`config.mk`:
```
export PLATFORM = sky130hd
export DESIGN_NAME = sps_status_pins
export DESIGN_NICKNAME = d
export VERILOG_FILES = /design/src/sps_pkg.sv /design/src/sps_buf2.sv /design/src/sps_clkdiv.sv /design/src/sps_status_pins.sv
export VERILOG_INCLUDE_DIRS = /design/src
export SDC_FILE = /design/constraint.sdc
export NUM_CORES = 1
export LEC_CHECK = 0
export BUFFER_PORTS_ARGS = -buffer_cell sky130_fd_sc_hd__buf_4
export CAP_MARGIN = 20
export CORE_ASPECT_RATIO = 1.5
export CORE_MARGIN = 2
export CORE_UTILIZATION = 54
export DETAILED_ROUTE_END_ITERATION = 8
export PLACE_DENSITY = 0.86
export SYNTH_ARGS = -nofsm -noshare
export SYNTH_HDL_FRONTEND = slang
export SYNTH_SLANG_ARGS = --single-unit
```
`constraint.sdc`:
```
create_clock -name clk -period 2.3 [get_ports clk]
set_input_delay 0.575 -clock clk [delete_from_list [all_inputs] [get_ports clk]]
set_output_delay 0.575 -clock clk [all_outputs]
set_load 0.01 [all_outputs]
```
`src/sps_map.svh`:
```
// Constants for the status pin signal select block: codes, timing and reset values.
// How it works
// [RULE_01] Three pins, each with a six-bit select.
// [RULE_02] Code 07: packet checksum good, cleared on read.
// [RULE_03] Code 0A: lock detector, rising edge means lock.
// [RULE_04] Code 0B: serial clock, data changes on fall.
// [RULE_05] Code 0C: serial data aligned to serial clock.
// [RULE_06] Code 0D: raw receive data, no clock.
// [RULE_07] Code 0E: carrier sense, cleared in idle.
// [RULE_08] Code 0F: checksum match, cleared on receive start.
// [RULE_09] Host never programs the reserved test codes.
// [RULE_10] Code 1C: amplifier power-down, same in sleep; the code forces it in sleep like other codes below 20.
// [RULE_11] Code 2F: constant level set by invert.
// [RULE_12] Codes 30/31: divided clock, one pin only.
// [RULE_13] Host keeps other pins below 30 then.
// [RULE_14] Sleep forces codes below 20 to fixed levels.
// [RULE_15] Second pin drives only while chip select high.
// [RULE_16] Output is signal XOR invert; 2E releases driver.
`ifndef SPS_MAP_SVH
`define SPS_MAP_SVH

// Select codes that the mux recognises.
`define SPS_CODE_PKT_CRC    6'h07
`define SPS_CODE_PLL_LOCK   6'h0A
`define SPS_CODE_SER_CLK    6'h0B
`define SPS_CODE_SER_DATA   6'h0C
`define SPS_CODE_ASYNC      6'h0D
`define SPS_CODE_CARRIER    6'h0E
`define SPS_CODE_CRC_MATCH  6'h0F
`define SPS_CODE_LOW_NOISE_AMP_POWERDOWN     6'h1C
`define SPS_CODE_SLEEP_LIM  6'h20
`define SPS_CODE_LOW_FREQ   6'h27
`define SPS_CODE_CHIP_RDY   6'h29
`define SPS_CODE_SETTLED    6'h2B
`define SPS_CODE_HIGH_Z     6'h2E
`define SPS_CODE_FORCED     6'h2F
`define SPS_CODE_DIV1       6'h30
`define SPS_CODE_DIV1P5     6'h31

// Serial bit timing: bit time in ns, clock period in ns, half bit in cycles (rounded up).
`define SPS_SER_BIT_NS      80
`define SPS_CLK_PERIOD_NS   10
`define SPS_SER_HALF_CYC    ((`SPS_SER_BIT_NS + 2 * `SPS_CLK_PERIOD_NS - 1) / (2 * `SPS_CLK_PERIOD_NS))

// Chip select reset value, divider last count and buffer depth.
`define SPS_CS_SYNC_RST     1'h1
`define SPS_DIV_LAST        2'h2
`define SPS_BUF_DEPTH       2'h2

`endif

```
`src/sps_pkg.sv`:
```
// Types shared by the status pin signal select modules.
package sps_pkg;

  // Pin signal select code.
  typedef logic [5:0] sps_sel_t;

  // Serial shifter states, Gray coded along idle, low, high.
  typedef enum logic [1:0]
  {
    SPS_SER_IDLE = 2'h0,
    SPS_SER_LOW  = 2'h1,
    SPS_SER_HIGH = 2'h3
  } sps_ser_state_t;

  // State of the two-entry buffer.
  typedef struct packed
  {
    logic [1:0] mem;       // Two stored bits.
    logic       wr;        // Write slot.
    logic       rd;        // Read slot.
    logic [1:0] cnt;       // Stored entries.
    logic       in_ready;  // Registered room flag.
  } sps_buf_state_t;

  // State of the crystal clock divider.
  typedef struct packed
  {
    logic [1:0] cnt;       // Phase within three cycles.
    logic       div1;      // Crystal clock image.
    logic       div1p5;    // Crystal clock over 1.5.
  } sps_div_state_t;

  // State of the top module.
  typedef struct packed
  {
    logic           cs_sync1;      // Chip select, first stage.
    logic           cs_sync2;      // Chip select, second stage.
    logic           lfc_sync1;     // Low frequency clock, first stage.
    logic           lfc_sync2;     // Low frequency clock, second stage.
    logic           pkt_flag;      // Packet received with good checksum.
    logic           carrier_flag;  // Carrier sense.
    logic           crc_flag;      // Last checksum matched.
    logic           sleep_hold;    // Sleep levels held until chip ready.
    sps_ser_state_t ser_state;     // Serial shifter state.
    logic [3:0]     ser_cnt;       // Half bit counter.
    logic           ser_clk;       // Serial clock.
    logic           ser_data;      // Serial data.
    logic [2:0]     pin_out;       // Pin levels.
    logic [2:0]     pin_oe;        // Pin drive enables.
  } sps_top_state_t;

endpackage : sps_pkg

```
`src/sps_buf2.sv`:
```
// Two-entry buffer for received serial bits, with valid and ready on both sides.
`timescale 1ns/1ns
`include "sps_map.svh"

module sps_buf2 (
  input  wire logic clk,
  input  wire logic rst,
  input  wire logic in_valid,
  output wire logic in_ready,
  input  wire logic in_data,
  output wire logic out_valid,
  input  wire logic out_ready,
  output wire logic out_data
);
  import sps_pkg::*;

  sps_buf_state_t st_r;   // Registered state.
  sps_buf_state_t st_nxt; // Next state.
  logic           push;   // Word accepted.
  logic           pop;    // Word delivered.

  // Room is registered so the source sees a flop; it is computed from the next count.
  assign in_ready  = st_r.in_ready;
  assign out_valid = (st_r.cnt != 2'h0);
  assign out_data  = st_r.mem[st_r.rd];
  assign push      = in_valid && st_r.in_ready;
  assign pop       = out_valid && out_ready;

  // Next state: store on push, advance on pop, track the count.
  always_comb
  begin
    st_nxt = st_r;
    if (push)
    begin
      st_nxt.mem[st_r.wr] = in_data;
      st_nxt.wr           = ~st_r.wr;
    end
    if (pop)
    begin
      st_nxt.rd = ~st_r.rd;
    end
    if (push && !pop)
    begin
      st_nxt.cnt = st_r.cnt + 2'h1;
    end
    else if (pop && !push)
    begin
      st_nxt.cnt = st_r.cnt - 2'h1;
    end
    st_nxt.in_ready = (st_nxt.cnt != `SPS_BUF_DEPTH);
  end

  // State register; the buffer is empty and ready after reset.
  always_ff @(posedge clk)
  begin
    if (rst)
    begin
      st_r          <= '0;
      st_r.in_ready <= 1'h1;
    end
    else
    begin
      st_r <= st_nxt;
    end
  end

endmodule : sps_buf2

```
`src/sps_clkdiv.sv`:
```
// Divider that makes the crystal clock images for the divided clock codes.
`timescale 1ns/1ns
`include "sps_map.svh"

module sps_clkdiv (
  input  wire logic clk,
  input  wire logic rst,
  output wire logic div1,
  output wire logic div1p5
);
  import sps_pkg::*;

  sps_div_state_t st_r;   // Registered state.
  sps_div_state_t st_nxt; // Next state.

  assign div1   = st_r.div1;
  assign div1p5 = st_r.div1p5;

  // The crystal image toggles each cycle; the 1.5 image spans three cycles.
  always_comb
  begin
    st_nxt      = st_r;
    st_nxt.div1 = ~st_r.div1;
    if (st_r.cnt == `SPS_DIV_LAST)
    begin
      st_nxt.cnt = 2'h0;
    end
    else
    begin
      st_nxt.cnt = st_r.cnt + 2'h1;
    end
    st_nxt.div1p5 = (st_nxt.cnt != `SPS_DIV_LAST); // [RULE_12]
  end

  // State register.
  always_ff @(posedge clk)
  begin
    if (rst)
    begin
      st_r <= '0;
    end
    else
    begin
      st_r <= st_nxt;
    end
  end

endmodule : sps_clkdiv

```
`src/sps_status_pins.sv`:
```
// Top of the status pin signal select block: flags, serial shifter and per-pin muxes.
`timescale 1ns/1ns
`include "sps_map.svh"

module sps_status_pins (
  input  wire logic          clk,
  input  wire logic          rst,
  input  wire sps_pkg::sps_sel_t pin0_signal_select,
  input  wire sps_pkg::sps_sel_t pin1_signal_select,
  input  wire sps_pkg::sps_sel_t pin2_signal_select,
  input  wire logic          pin0_invert,
  input  wire logic          pin1_invert,
  input  wire logic          pin2_invert,
  input  wire logic          chip_select_n,
  input  wire logic          sleep_state,
  input  wire logic          chip_ready_n,
  input  wire logic          crystal_settled,
  input  wire logic          low_freq_clock,
  input  wire logic          pkt_crc_good,
  input  wire logic          rx_first_byte_read,
  input  wire logic          pll_lock,
  input  wire logic          rx_bit_valid,
  input  wire logic          rx_bit,
  output wire logic          rx_bit_ready,
  input  wire logic          async_rx_data,
  input  wire logic          signal_strength_above,
  input  wire logic          radio_idle,
  input  wire logic          crc_check_done,
  input  wire logic          crc_check_match,
  input  wire logic          rx_mode_start,
  input  wire logic          low_noise_amp_powerdown,
  output wire logic [2:0]    status_pin_out,
  output wire logic [2:0]    status_pin_oe
);
  import sps_pkg::*;

  // ------------------------------------------------------------------
  // Declarations
  // ------------------------------------------------------------------

  sps_top_state_t st_r;      // Registered state of the whole module.
  sps_top_state_t st_nxt;    // Next value of the state.
  sps_sel_t [2:0] sel_v;     // Select codes gathered by pin index.
  logic [2:0]     inv_v;     // Invert bits gathered by pin index.
  logic [2:0]     is_clk;    // Pin asks for a divided crystal clock.
  logic [2:0]     pin_val;   // Level each pin would present next.
  logic [2:0]     pin_en;    // Drive enable each pin would have next.
  logic           buf_valid; // Buffer holds a bit for the shifter.
  logic           buf_data;  // Oldest buffered bit.
  logic           ser_take;  // Shifter takes the oldest bit.
  logic           div1;      // Crystal clock image.
  logic           div1p5;    // Crystal clock over 1.5.
  logic [3:0]     half_last; // Last count of a half bit.

  assign sel_v     = {pin2_signal_select, pin1_signal_select, pin0_signal_select};
  assign inv_v     = {pin2_invert, pin1_invert, pin0_invert};
  assign half_last = 4'(`SPS_SER_HALF_CYC - 1);

  // Every pin output comes straight from the state flops.
  assign status_pin_out = st_r.pin_out;
  assign status_pin_oe  = st_r.pin_oe;

  // ------------------------------------------------------------------
  // Submodules
  // ------------------------------------------------------------------

  // The buffer absorbs bits while the shifter is mid-bit, so a stall loses nothing.
  sps_buf2 u_buf (
    .clk       (clk),
    .rst       (rst),
    .in_valid  (rx_bit_valid),
    .in_ready  (rx_bit_ready),
    .in_data   (rx_bit),
    .out_valid (buf_valid),
    .out_ready (ser_take),
    .out_data  (buf_data)
  );

  // Free running divider for the divided crystal clock codes.
  sps_clkdiv u_div (
    .clk    (clk),
    .rst    (rst),
    .div1   (div1),
    .div1p5 (div1p5)
  );

  // ------------------------------------------------------------------
  // Per-pin signal muxes
  // ------------------------------------------------------------------

  genvar gi;
  generate
    for (gi = 0; gi < 3; gi = gi + 1)
    begin : g_pin
      logic blk;    // A lower pin already owns the divided clock.
      logic raw;    // Selected signal before inversion.
      logic drive;  // Pin driver enabled.
      logic forced; // Sleep forces a fixed level.

      // Flag a divided clock request on this pin.
      assign is_clk[gi] = (sel_v[gi] == `SPS_CODE_DIV1) || (sel_v[gi] == `SPS_CODE_DIV1P5);

      // Only the lowest requesting pin gets the clock; the others stay quiet.
      if (gi == 0)
      begin : g_first
        assign blk = 1'h0;
      end
      else
      begin : g_rest
        assign blk = |is_clk[gi-1:0]; // [RULE_12]
      end

      // Pick the internal signal named by the select code.
      always_comb
      begin
        raw   = 1'h0;
        drive = 1'h1;
        case (sel_v[gi]) // [RULE_01]
          `SPS_CODE_PKT_CRC:   raw = st_r.pkt_flag;         // [RULE_02]
          `SPS_CODE_PLL_LOCK:  raw = pll_lock;              // [RULE_03]
          `SPS_CODE_SER_CLK:   raw = st_r.ser_clk;          // [RULE_04]
          `SPS_CODE_SER_DATA:  raw = st_r.ser_data;         // [RULE_05]
          `SPS_CODE_ASYNC:     raw = async_rx_data;         // [RULE_06]
          `SPS_CODE_CARRIER:   raw = st_r.carrier_flag;     // [RULE_07]
          `SPS_CODE_CRC_MATCH: raw = st_r.crc_flag;         // [RULE_08]
          `SPS_CODE_LOW_NOISE_AMP_POWERDOWN:    raw = low_noise_amp_powerdown; // [RULE_10]
          `SPS_CODE_LOW_FREQ:  raw = st_r.lfc_sync2;
          `SPS_CODE_CHIP_RDY:  raw = chip_ready_n;
          `SPS_CODE_SETTLED:   raw = crystal_settled;
          `SPS_CODE_HIGH_Z:    drive = 1'h0;                // [RULE_16]
          `SPS_CODE_FORCED:    raw = 1'h0;                  // [RULE_11]
          `SPS_CODE_DIV1:      raw = div1 && !blk;          // [RULE_12]
          `SPS_CODE_DIV1P5:    raw = div1p5 && !blk;        // [RULE_12]
          // Reserved test codes select a low signal before inversion; the host keeps away from them.
          default:             raw = 1'h0;                  // [RULE_09]
        endcase
      end

      // Sleep pins with low codes; the second pin rests at the opposite level.
      assign forced = st_r.sleep_hold && (sel_v[gi] < `SPS_CODE_SLEEP_LIM); // [RULE_14]

      // Combine inversion, sleep levels and the chip select gate on the second pin.
      always_comb
      begin
        if (forced)
        begin
          pin_val[gi] = (gi == 1) ? !inv_v[gi] : inv_v[gi]; // [RULE_14]
          pin_en[gi]  = 1'h1;
        end
        else
        begin
          pin_val[gi] = raw ^ inv_v[gi]; // [RULE_16]
          pin_en[gi]  = drive;
        end
        if (gi == 1)
        begin
          // The serial port owns this pin while chip select is low.
          pin_en[gi] = pin_en[gi] && st_r.cs_sync2; // [RULE_15]
        end
      end
    end
  endgenerate

  // ------------------------------------------------------------------
  // Next state
  // ------------------------------------------------------------------

  // One process computes every flag, the shifter and the pin flops.
  always_comb
  begin
    st_nxt   = st_r;
    ser_take = 1'h0;

    // Pin inputs from outside the clock domain pass two flops first.
    st_nxt.cs_sync1  = chip_select_n;
    st_nxt.cs_sync2  = st_r.cs_sync1;
    st_nxt.lfc_sync1 = low_freq_clock;
    st_nxt.lfc_sync2 = st_r.lfc_sync1;

    // Packet flag: a new packet in the cycle of the read keeps the flag set.
    if (pkt_crc_good)
    begin
      st_nxt.pkt_flag = 1'h1; // [RULE_02]
    end
    else if (rx_first_byte_read)
    begin
      st_nxt.pkt_flag = 1'h0; // [RULE_02]
    end

    // Carrier sense follows the threshold but is held low in idle.
    st_nxt.carrier_flag = signal_strength_above && !radio_idle; // [RULE_07]

    // Checksum match: a fresh comparison wins over the receive restart.
    if (crc_check_done)
    begin
      st_nxt.crc_flag = crc_check_match; // [RULE_08]
    end
    else if (rx_mode_start)
    begin
      st_nxt.crc_flag = 1'h0; // [RULE_08]
    end

    // Sleep levels stay until the chip reports ready again.
    if (sleep_state)
    begin
      st_nxt.sleep_hold = 1'h1; // [RULE_14]
    end
    else if (!chip_ready_n)
    begin
      st_nxt.sleep_hold = 1'h0; // [RULE_14]
    end

    // Serial shifter: data changes with the clock's fall, so the sampler
    // can take it on the rise with half a bit of margin.
    case (st_r.ser_state)
      SPS_SER_IDLE:
      begin
        st_nxt.ser_clk = 1'h0;
        if (buf_valid)
        begin
          ser_take         = 1'h1;
          st_nxt.ser_data  = buf_data; // [RULE_05]
          st_nxt.ser_cnt   = 4'h0;
          st_nxt.ser_state = SPS_SER_LOW;
        end
      end
      SPS_SER_LOW:
      begin
        if (st_r.ser_cnt == half_last)
        begin
          st_nxt.ser_cnt   = 4'h0;
          st_nxt.ser_clk   = 1'h1; // [RULE_04]
          st_nxt.ser_state = SPS_SER_HIGH;
        end
        else
        begin
          st_nxt.ser_cnt = st_r.ser_cnt + 4'h1;
        end
      end
      SPS_SER_HIGH:
      begin
        if (st_r.ser_cnt == half_last)
        begin
          st_nxt.ser_cnt = 4'h0;
          st_nxt.ser_clk = 1'h0; // [RULE_04]
          if (buf_valid)
          begin
            // Next bit goes out on the same edge as the falling clock.
            ser_take         = 1'h1;
            st_nxt.ser_data  = buf_data; // [RULE_04]
            st_nxt.ser_state = SPS_SER_LOW;
          end
          else
          begin
            st_nxt.ser_state = SPS_SER_IDLE;
          end
        end
        else
        begin
          st_nxt.ser_cnt = st_r.ser_cnt + 4'h1;
        end
      end
      default:
      begin
        st_nxt.ser_state = SPS_SER_IDLE;
        st_nxt.ser_clk   = 1'h0;
      end
    endcase

    // Pins register the mux result, which costs one cycle of latency.
    st_nxt.pin_out = pin_val;
    st_nxt.pin_oe  = pin_en;
  end

  // ------------------------------------------------------------------
  // State register
  // ------------------------------------------------------------------

  // Pins are released during reset; chip select reads as deasserted.
  always_ff @(posedge clk)
  begin
    if (rst)
    begin
      st_r          <= '0;
      st_r.cs_sync1 <= `SPS_CS_SYNC_RST;
      st_r.cs_sync2 <= `SPS_CS_SYNC_RST;
    end
    else
    begin
      st_r <= st_nxt;
    end
  end

endmodule : sps_status_pins

```
==> metrics.yaml, run 1 <==
status: "finished, final reports clean"
post_route_cells_drive_above_1_share_pct: 24.8
die_height_um: 79.5
cts_tree: "done"
drt_wl_total_um: 4770
yosys.cell_count.top_type: "dfxtp_1"
fillers: 317
drcViolationCount: 0
dieArea_sq_um: 4320
syn_area_per_cell_sq_um: 8.60
synth_fp_nets: 284
worstMarginPinSlew_ns: 0.410
core_area_sq_um: 3650
ys_top_cells_by_count: "dfxtp_1, nor2_1, a21oi_1, mux2i_1, nand2_1"
cts_resized: 0
grt_pass1_wl_um: 7440
synth_top_area_share_pct: 32.2
crit_arrival_ns: 2.08
clock-sinks: 33
r2r_end: "u_buf.in_ready"
reg2reg_depth: 6
async_reset_ff_share_pct: 0
finalCritPeriodShare_pct: 82.5
min_delay_path_depth: 1
area_delta_synth_final_pct: 18.9
vias_per_cell: 5.97
layout.nets: 322
hold_class: "register to register"
drv_cap: 0
hold_viol_final: 0
slew_headroom_pct: 72.4
grt_pass1_vias: 1755
grt_max_degree: 33
grtUsageTotal_pct: 23.3
total_power_mw: 1.71
postCtsSetupBuffers: 0
htreeDepth: 2
firstDrtPassIters: 4
hp-start: "u_div.st_r[3]"
vias: 1915
crit_type: "register to register"
place_congestion: 0.887
yosys_warnings: 0
die_w_um: 54.4
ys_seq_area_share_pct: 32.2
start_util_pct: 56.3
max_freq_mhz: 527
avgRoutedWirePerCell_um: 14.9
whs_endpoint: "u_div.st_r[2]"
grt_overflow_total: 0
drt_iter0_drc: 70
reg2reg_slack_ns: 0.40
final_max_slew_viol_count: 0
io_pins: 47
syn_area_sq_um: 2050
worst_skew_pair.late_latency_ns: 0.29
reg2reg_from: "st_r[12]"
finClkSkew_ns: 0.0104
rows: 27
synth_cells: 239
cts_buffers: 5
synth_edf_count: 0
fin_setup_tns_ns: 0
ant_nets: 0
root_buffer: "clkbuf_8"
ctsHoldBuffers: 0
peakVddDrop_v: 0.000672
synthFlopType: "dfxtp_1"
setup_viol: 0
synth.distinct_cells: 57
portBuffers: 46
power.leakage_nw: 1.01
synth_seq_cells: 33
min_period_ns: 1.90
yosys.area.top_type: "dfxtp_1"
antenna_found_initial: 0
antennaDiodeCount: 0
critPathMaxFanout: 5
clk_path_buf_depth: 2
synth_area_leaders: "dfxtp_1, mux2i_1, nor2_1"
power_density_nw_per_um2: 702
hpwl_um: 3640
rsz0062_at_grt: "false"
cp-end-kind: "register"
path_clk_slew_ns: 0.08
cp.required_ns: 2.48
cp-start-kind: "register"
## worst max-delay path, stage by stage (launching register included)
cell and delay [ns]:
dfxtp_1 0.39, ha_1 0.22, nor4bb_1 0.40, o21ai_1 0.22, xnor2_1 0.29, and4_1 0.23
a31oi_1 0.04
## sequential cells by signal (all words and copies together) (netlist names)
name and count:
st_nxt 2, st_r 14, status_pin_oe 3, status_pin_out 3, u_buf.in_ready 1, u_buf.st_r 6, u_div.div1 1, u_div.div1p5 1
u_div.st_r 2
## per-layer routing
layer / share of wire (%) / GRT usage, % / up-vias
met4: 3.4 / 12.3 / 0
met3: 5.6 / 4.68 / 13
li1: - / - / 949
met1: 38 / 24.4 / 890
met2: 53 / 41.4 / 63
met5: 0 / 0 / -
## cells in the final DEF, fill, tap and decap left out, types with 6 or more instances in the layout
cell type  synthesis  layout
a21oi_1           17      17
buf_4              6      47
dfxtp_1           33      33
inv_1             10      10
mux2i_1           12      12
nand2_1           11      11
nand2b_1           7       7
nand3_1            6       6
nand3b_1           7       7
nor2_1            25      25
nor2b_1            7       7
o21ai_0            7       7
## through the flow
stage,std cells,worst slack [ns],hold WS (ns),area [sq um],utilization [%]
2_1_floorplan,239,0.218,0.392,2050,-
3_3_place_gp,313,0.138,0.396,2360,64.6
3_5_place_dp,313,0.121,0.411,2360,64.6
4_1_cts,321,0.391,0.420,2440,66.9
5_1_grt,321,0.213,0.439,2440,66.9
6_report,321,0.402,0.421,2440,66.9
## worst max-delay path by stage
stage / from / to / slack (ns) / cells past startpoint
4_1_cts: st_r[12] / u_buf.in_ready / 0.39 / 6
3_3_place_gp: pin0_signal_select[4] / status_pin_out[0] / 0.14 / 6
2_1_floorplan: pin2_signal_select[0] / status_pin_out[2] / 0.22 / 5
6_report: st_r[12] / u_buf.in_ready / 0.40 / 6
3_5_place_dp: pin2_signal_select[1] / status_pin_out[2] / 0.12 / 6
5_1_grt: st_r[12] / u_buf.in_ready / 0.21 / 6
## final cells by class
type	instances	area, sq um	share of cell area, %
clock buffers	5	68.8	2.82
clock inverters	3	17.5	0.717
inverters	10	37.5	1.54
multi-input cells	180	1250	51.2
flip-flops and latches	33	661	27.0
well taps	43	53.8	2.20
repair buffers	47	353	14.4
## logic make-up (layout without fill, tap and decap cells)
| logic type | count (synthesis) | count (layout) | share of synthesized area (%) |
|---|---|---|---|
| simple gates | 106 | 106 | 31.8 |
| flops | 33 | 33 | 32.2 |
| buf+inv | 26 | 65 | 6.94 |
| xor+xnor | 4 | 4 | 1.71 |
| compound gates | 47 | 47 | 14.7 |
| fa+ha+maj | 5 | 5 | 3.05 |
| mux | 18 | 18 | 9.68 |
## report_power, final
| part | switching (mW) | internal (mW) | leakage (nW) |
|---|---|---|---|
| logic | 0.298 | 0.277 | 0.696 |
| clock network | 0.217 | 0.209 | 0.0439 |
| registers | 0.0646 | 0.648 | 0.273 |
Power figures use the tool's default switching activity.
==> run 2: changes to the inputs <==
==> constraint.sdc (replaced) <==
create_clock -name clk -period 1.95 [get_ports clk]
set_input_delay 0.4875 -clock clk [delete_from_list [all_inputs] [get_ports clk]]
set_output_delay 0.4875 -clock clk [all_outputs]
set_load 0.01 [all_outputs]
==> run 2 against run 1 <==
  * Final area rose by 7.3%
  * Register-to-register slack worse by 0.28 ns
  * Routed wire length is 12% higher
  * Critical path depth down 1
  * Count of clock-buffer cells in the layout did not move
  * Sequential power grew 18%
  * Die area did not move
  * Clock skew is 0.0011 ns lower
  * Critical endpoint is now status_pin_out[2]
  * First-iteration DRC count down 10%
  * Via count increased by 7.4%
  * Sequential share of layout area fell by 1.8 points
  * Utilization up 4.9 points
  * Highest routed layer unchanged
==> metrics.yaml, run 2 (synthesis results as in run 1) <==
hpwl_um: 3960
layout.cells.non_filler: 336
root_buffer: "clkbuf_8"
min_delay_path_depth: 2
grtUsageTotal_pct: 26.0
io_pins: 47
start_util_pct: 56.3
cp.required_ns: 2.13
largest-register: "st_r"
place_area_sq_um: 2470
peakVddDrop_v: 0.000717
slew_headroom_pct: 72.9
setup_viol: 0
avgRoutedWirePerCell_um: 15.9
crit_type: "register to register"
finalCritPeriodShare_pct: 93.5
hold_viol_final: 0
power.leakage_nw: 1.11
portBuffers: 46
worst_skew_pair.late_latency_ns: 0.29
rsz0062_at_grt: "false"
path_clk_slew_ns: 0.08
fin_ws_ns: 0.126
layout.nets: 337
firstDrtPassIters: 4
worstMarginPinSlew_ns: 0.397
vias_per_cell: 6.12
reg2reg_depth: 5
largest_registers: "st_r x14, u_buf.st_r x6"
stdcell_area_sq_um: 2620
htreeDepth: 2
final_max_slew_viol_count: 0
status: "finished, final reports clean"
final_common_cell: "buf_4"
rows: 27
final_cell_mix: "buf_4, dfxtp_1, nor2_1, a21oi_1, mux2i_1"
die_w_um: 54.4
drt_wl_total_um: 5350
clock-sinks: 33
largest_reg_flops: 14
critPathMaxFanout: 4
cts_tree: "done"
min_period_ns: 1.82
hold_slack_ns: 0.349
area_delta_synth_final_pct: 27.6
antenna_found_initial: 0
vias: 2057
dieArea_sq_um: 4320
ant_nets: 0
dp_cells: 328
grt_pass1_wl_um: 8270
drt_iter0_drc: 63
finClkSkew_ns: 0.00926
crit_arrival_ns: 2.01
antennaDiodeCount: 0
place_congestion: 0.904
grt_pass1_vias: 1910
cp-end-kind: "register"
ctsHoldBuffers: 0
drv_cap: 0
cp-start-kind: "register"
cts_buffers: 5
grt_overflow_total: 0
preCtsSetupSlack_ns: -0.168
hold_class: "primary input to register"
drcViolationCount: 0
max_freq_mhz: 548
post-route-util_pct: 71.8
grt_max_degree: 33
fillers: 276
power_density_nw_per_um2: 895
post_route_cells_drive_above_1_share_pct: 29.4
clk_path_buf_depth: 2
die_height_um: 79.5
core_area_sq_um: 3650
-- run 2: cell types whose count changed in the layout (fill, tap and decap cells not counted), sizes merged --
cell,change
buf,+15
bufinv,+2
clkinv,-1
clkinvlp,-1
-- run 2: cell type report --
type                       count  area, sq um  area share (%)
multi-input combinational    180         1270            48.4
sequential                    33          661            25.2
timing repair buffer          62          465            17.8
clock buffer                   5         68.8            2.63
clock inverter                 3         65.1            2.48
tap                           43         53.8            2.05
inverter                      10         37.5            1.43
-- run 2: critical path, stage by stage (launching register included) --
cell and delay (ns):
dfxtp_1 0.37, mux2i_1 0.08, mux2_2 0.26, or4b_1 0.48
a31oi_1 0.18, mux2_1 0.33
-- run 2: through the flow --
step	TNS, ns	total power, mW
after floorplan	-0.0851	1.33
final	0	2.35
after detailed placement	-0.343	1.55
after global placement	-0.315	1.52
after CTS	0	2.33
after global routing	0	2.45
-- run 2: metal layers --
| layer | global-route usage [%] | part of all wire, % |
|---|---|---|
| met1 | 26.1 | 37 |
| met2 | 44.3 | 53 |
| met3 | 6.93 | 5.4 |
| met4 | 17.3 | 4.8 |
| met5 | 0 | 0 |
-- run 2: what timing repair did --
action                                  4_1_cts  5_1_grt
resized for setup                             0        4
setup buffers                                 0        0
endpoints found under the setup margin        0        4
-- run 2: worst paths after layout --
kind / from / to / slack [ns]
worst max-delay path: st_r[15] / status_pin_out[2] / 0.13
worst min-delay path: radio_idle / st_r[16] / 0.35
worst max register to register: st_r[15] / status_pin_out[2] / 0.13
worst min register to register: st_nxt[20] / st_r[20] / 0.42
-- run 2: power breakdown --
part | internal, mW | leakage (nW) | switching, mW
Clock | 0.508 | 0.0681 | 0.271
Combinational | 0.349 | 0.769 | 0.374
Sequential | 0.765 | 0.273 | 0.0796
Total | 1.62 | 1.11 | 0.725
==> run 3: changes to the inputs <==
--- a/config.mk
+++ b/config.mk
@@ -10,9 +10,10 @@
 export CAP_MARGIN = 20
 export CORE_ASPECT_RATIO = 1.5
 export CORE_MARGIN = 2
-export CORE_UTILIZATION = 54
+export CORE_UTILIZATION = 45
 export DETAILED_ROUTE_END_ITERATION = 8
-export PLACE_DENSITY = 0.86
+export GPL_TIMING_DRIVEN = 0
+export PLACE_DENSITY = 0.74
 export SYNTH_ARGS = -nofsm -noshare
 export SYNTH_HDL_FRONTEND = slang
 export SYNTH_SLANG_ARGS = --single-unit
==> constraint.sdc (replaced) <==
create_clock -name clk -period 1.9 [get_ports clk]
set_input_delay 0.475 -clock clk [delete_from_list [all_inputs] [get_ports clk]]
set_output_delay 0.475 -clock clk [all_outputs]
set_load 0.01 [all_outputs]
==> run 3 against run 2 <==
  * Clock power is essentially flat
  * Power grew 0.78%
  * Utilization shrank 14 points
  * Final area shrank 1.1%
  * Combinational power is essentially flat
  * Count of clock-buffer cells in the layout is the same
  * Sequential power grew 2%
  * Register-to-register slack lost 0.07 ns
  * Via count shrank 4.0%
  * Critical path type is now primary input to register
  * Largest cell class unchanged
  * Largest power group unchanged
==> metrics.yaml, run 3 (synthesis results as in run 1) <==
status: "finished, final reports clean"
slew_headroom_pct: 66.7
whs_endpoint: "st_r[16]"
largest_registers: "st_r x14, u_buf.st_r x6"
crit_type: "primary input to register"
layout.cells.non_filler: 335
finClkSkew_ns: 0.00681
core_area_sq_um: 4470
hp-start: "radio_idle"
place_congestion: 0.935
power.leakage_nw: 1.08
antenna_found_initial: 0
critPathMaxFanout: 10
final_max_slew_viol_count: 0
final_cell_mix: "buf_4, dfxtp_1, nor2_1, a21oi_1, mux2i_1"
largest-register: "st_r"
reg2reg_from: "st_r[15]"
antennaDiodeCount: 0
min_period_ns: 1.86
root_buffer: "clkbuf_8"
reg2reg_depth: 5
reg2reg_slack_ns: 0.06
min_delay_path_depth: 2
grt_pass1_wl_um: 8110
start_util_pct: 46.0
cp-start-kind: "primary input"
hold_viol_final: 0
cts_tree: "done"
combPwrFrac_pct: 30.6
slowest_delay_ns: 0.43
worstMarginPinSlew_ns: 0.500
avgRoutedWirePerCell_um: 15.2
drcViolationCount: 0
die_height_um: 86.8
drt_wl_total_um: 5090
final_common_cell: "buf_4"
grt_pass1_vias: 1871
p_sw_mw: 0.703
portBuffers: 42
rsz0062_at_grt: "false"
path_clk_slew_ns: 0.07
setup_viol: 0
io_pins: 47
pwr-share-seq_pct: 36.5
firstDrtPassIters: 4
total_power_mw: 2.36
grt_overflow_total: 0
cp.required_ns: 2.08
path_cells: "buf_4 > clkbuf_4 > or4bb_1 > o31ai_2 > o22ai_1 > a31oi_1 > mux2_2"
area_delta_synth_final_pct: 26.2
drt_iter0_drc: 109
hold_slack_ns: 0.338
die_w_um: 59.2
grt_max_degree: 12
dp_cells: 329
hpwl_um: 3920
r2r_end: "status_pin_out[2]"
p_sw_share_pct: 29.7
power_density_nw_per_um2: 912
peakVddDrop_v: 0.000912
ff_latch_area_sq_um: 663
p_clk_share_pct: 32.9
internal_power_mw: 1.66
vias_per_cell: 5.89
htreeDepth: 2
finalCritPeriodShare_pct: 97.8
clock-sinks: 33
rows: 30
multi_input_area_sq_um: 1280
largest_reg_flops: 14
layout.nets: 331
max_freq_mhz: 538
ant_nets: 0
grtUsageTotal_pct: 20.7
crit_path_top_delay_cell: "or4bb_1"
hold_class: "primary input to register"
post_route_cells_drive_above_1_share_pct: 28.6
vias: 1974
ctsHoldBuffers: 0
crit_arrival_ns: 2.04
dieArea_sq_um: 5130
cts_buffers: 5
fillers: 426
drv_cap: 0
clk_path_buf_depth: 2
cp-end-kind: "register"
worst_skew_pair.late_latency_ns: 0.28
==> run 3: cell types whose count changed in the layout (fill, tap and decap cells not counted), moves of 2 or more <==
cell / before / now
buf_4: 62 / 48
buf_2: 0 / 2
clkbuf_1: 0 / 2
dfxtp_1: 33 / 31
dfxtp_2: 0 / 2
==> run 3: routing by layer <==
metal	routed length [um]	track usage, %	vias to the layer above
met4	187	10.7	0
li1	-	-	964
met1	1980	21.3	926
met3	224	3.43	16
met5	0	0	-
met2	2700	38.6	68
==> run 3: area by class of cell <==
class                           count  area share (%)
Multi-Input combinational cell    180            49.5
Sequential cell                    33            25.6
Timing Repair Buffer               42            12.2
Buffer                             14            3.86
Clock buffer                        5            2.65
Clock inverter                      3            2.51
Tap cell                           48            2.32
Inverter                           10            1.45
==> run 3: how the worst max path moves through the flow <==
stage	from	end	slack, ns	cells past startpoint
global route	st_r[12]	u_buf.in_ready	0.002	6
floorplan	pin2_signal_select[0]	status_pin_out[2]	-0.08	5
detailed placement	pin0_signal_select[2]	status_pin_out[0]	-0.38	7
global placement	pin0_signal_select[2]	status_pin_out[0]	-0.39	7
finish	pin0_signal_select[3]	status_pin_out[0]	0.04	7
CTS	st_r[15]	status_pin_out[2]	0.006	5
==> run 3: power groups by stage <==
stage | Sequential (mW) | Combinational, mW | Clock, mW
2_1_floorplan | 0.858 | 0.510 | 0
3_3_place_gp | 0.876 | 0.690 | 0
3_5_place_dp | 0.879 | 0.704 | 0
4_1_cts | 0.864 | 0.720 | 0.788
5_1_grt | 0.877 | 0.807 | 0.823
6_report | 0.864 | 0.724 | 0.777
==> run 3: worst max-delay path, delay by kind of cell <==
| kind | cells | cell delay, ns |
|---|---|---|
| AO/OA/AOI/OAI | 3 | 0.51 |
| AND/OR/NAND/NOR | 1 | 0.43 |
| multiplexers | 1 | 0.36 |
| buffers and inverters | 2 | 0.26 |
==> run 3: through the flow <==
step | utilization [%] | setup WS [ns] | TNS (ns) | cell area (sq um)
final | 58.0 | 0.0417 | 0 | 2590
after global placement | 54.4 | -0.389 | -0.680 | 2430
after global routing | 58.0 | 0.00189 | 0 | 2590
after floorplan | - | -0.0824 | -0.160 | 2050
after detailed placement | 54.4 | -0.385 | -0.666 | 2430
after CTS | 57.6 | 0.00567 | 0 | 2570
==> run 3: what timing repair did <==
action                                  in CTS  in global routing
gates resized for setup                      3                  7
setup buffers                                0                  0
pin swaps                                    2                  1
endpoints found under the setup margin       4                  6
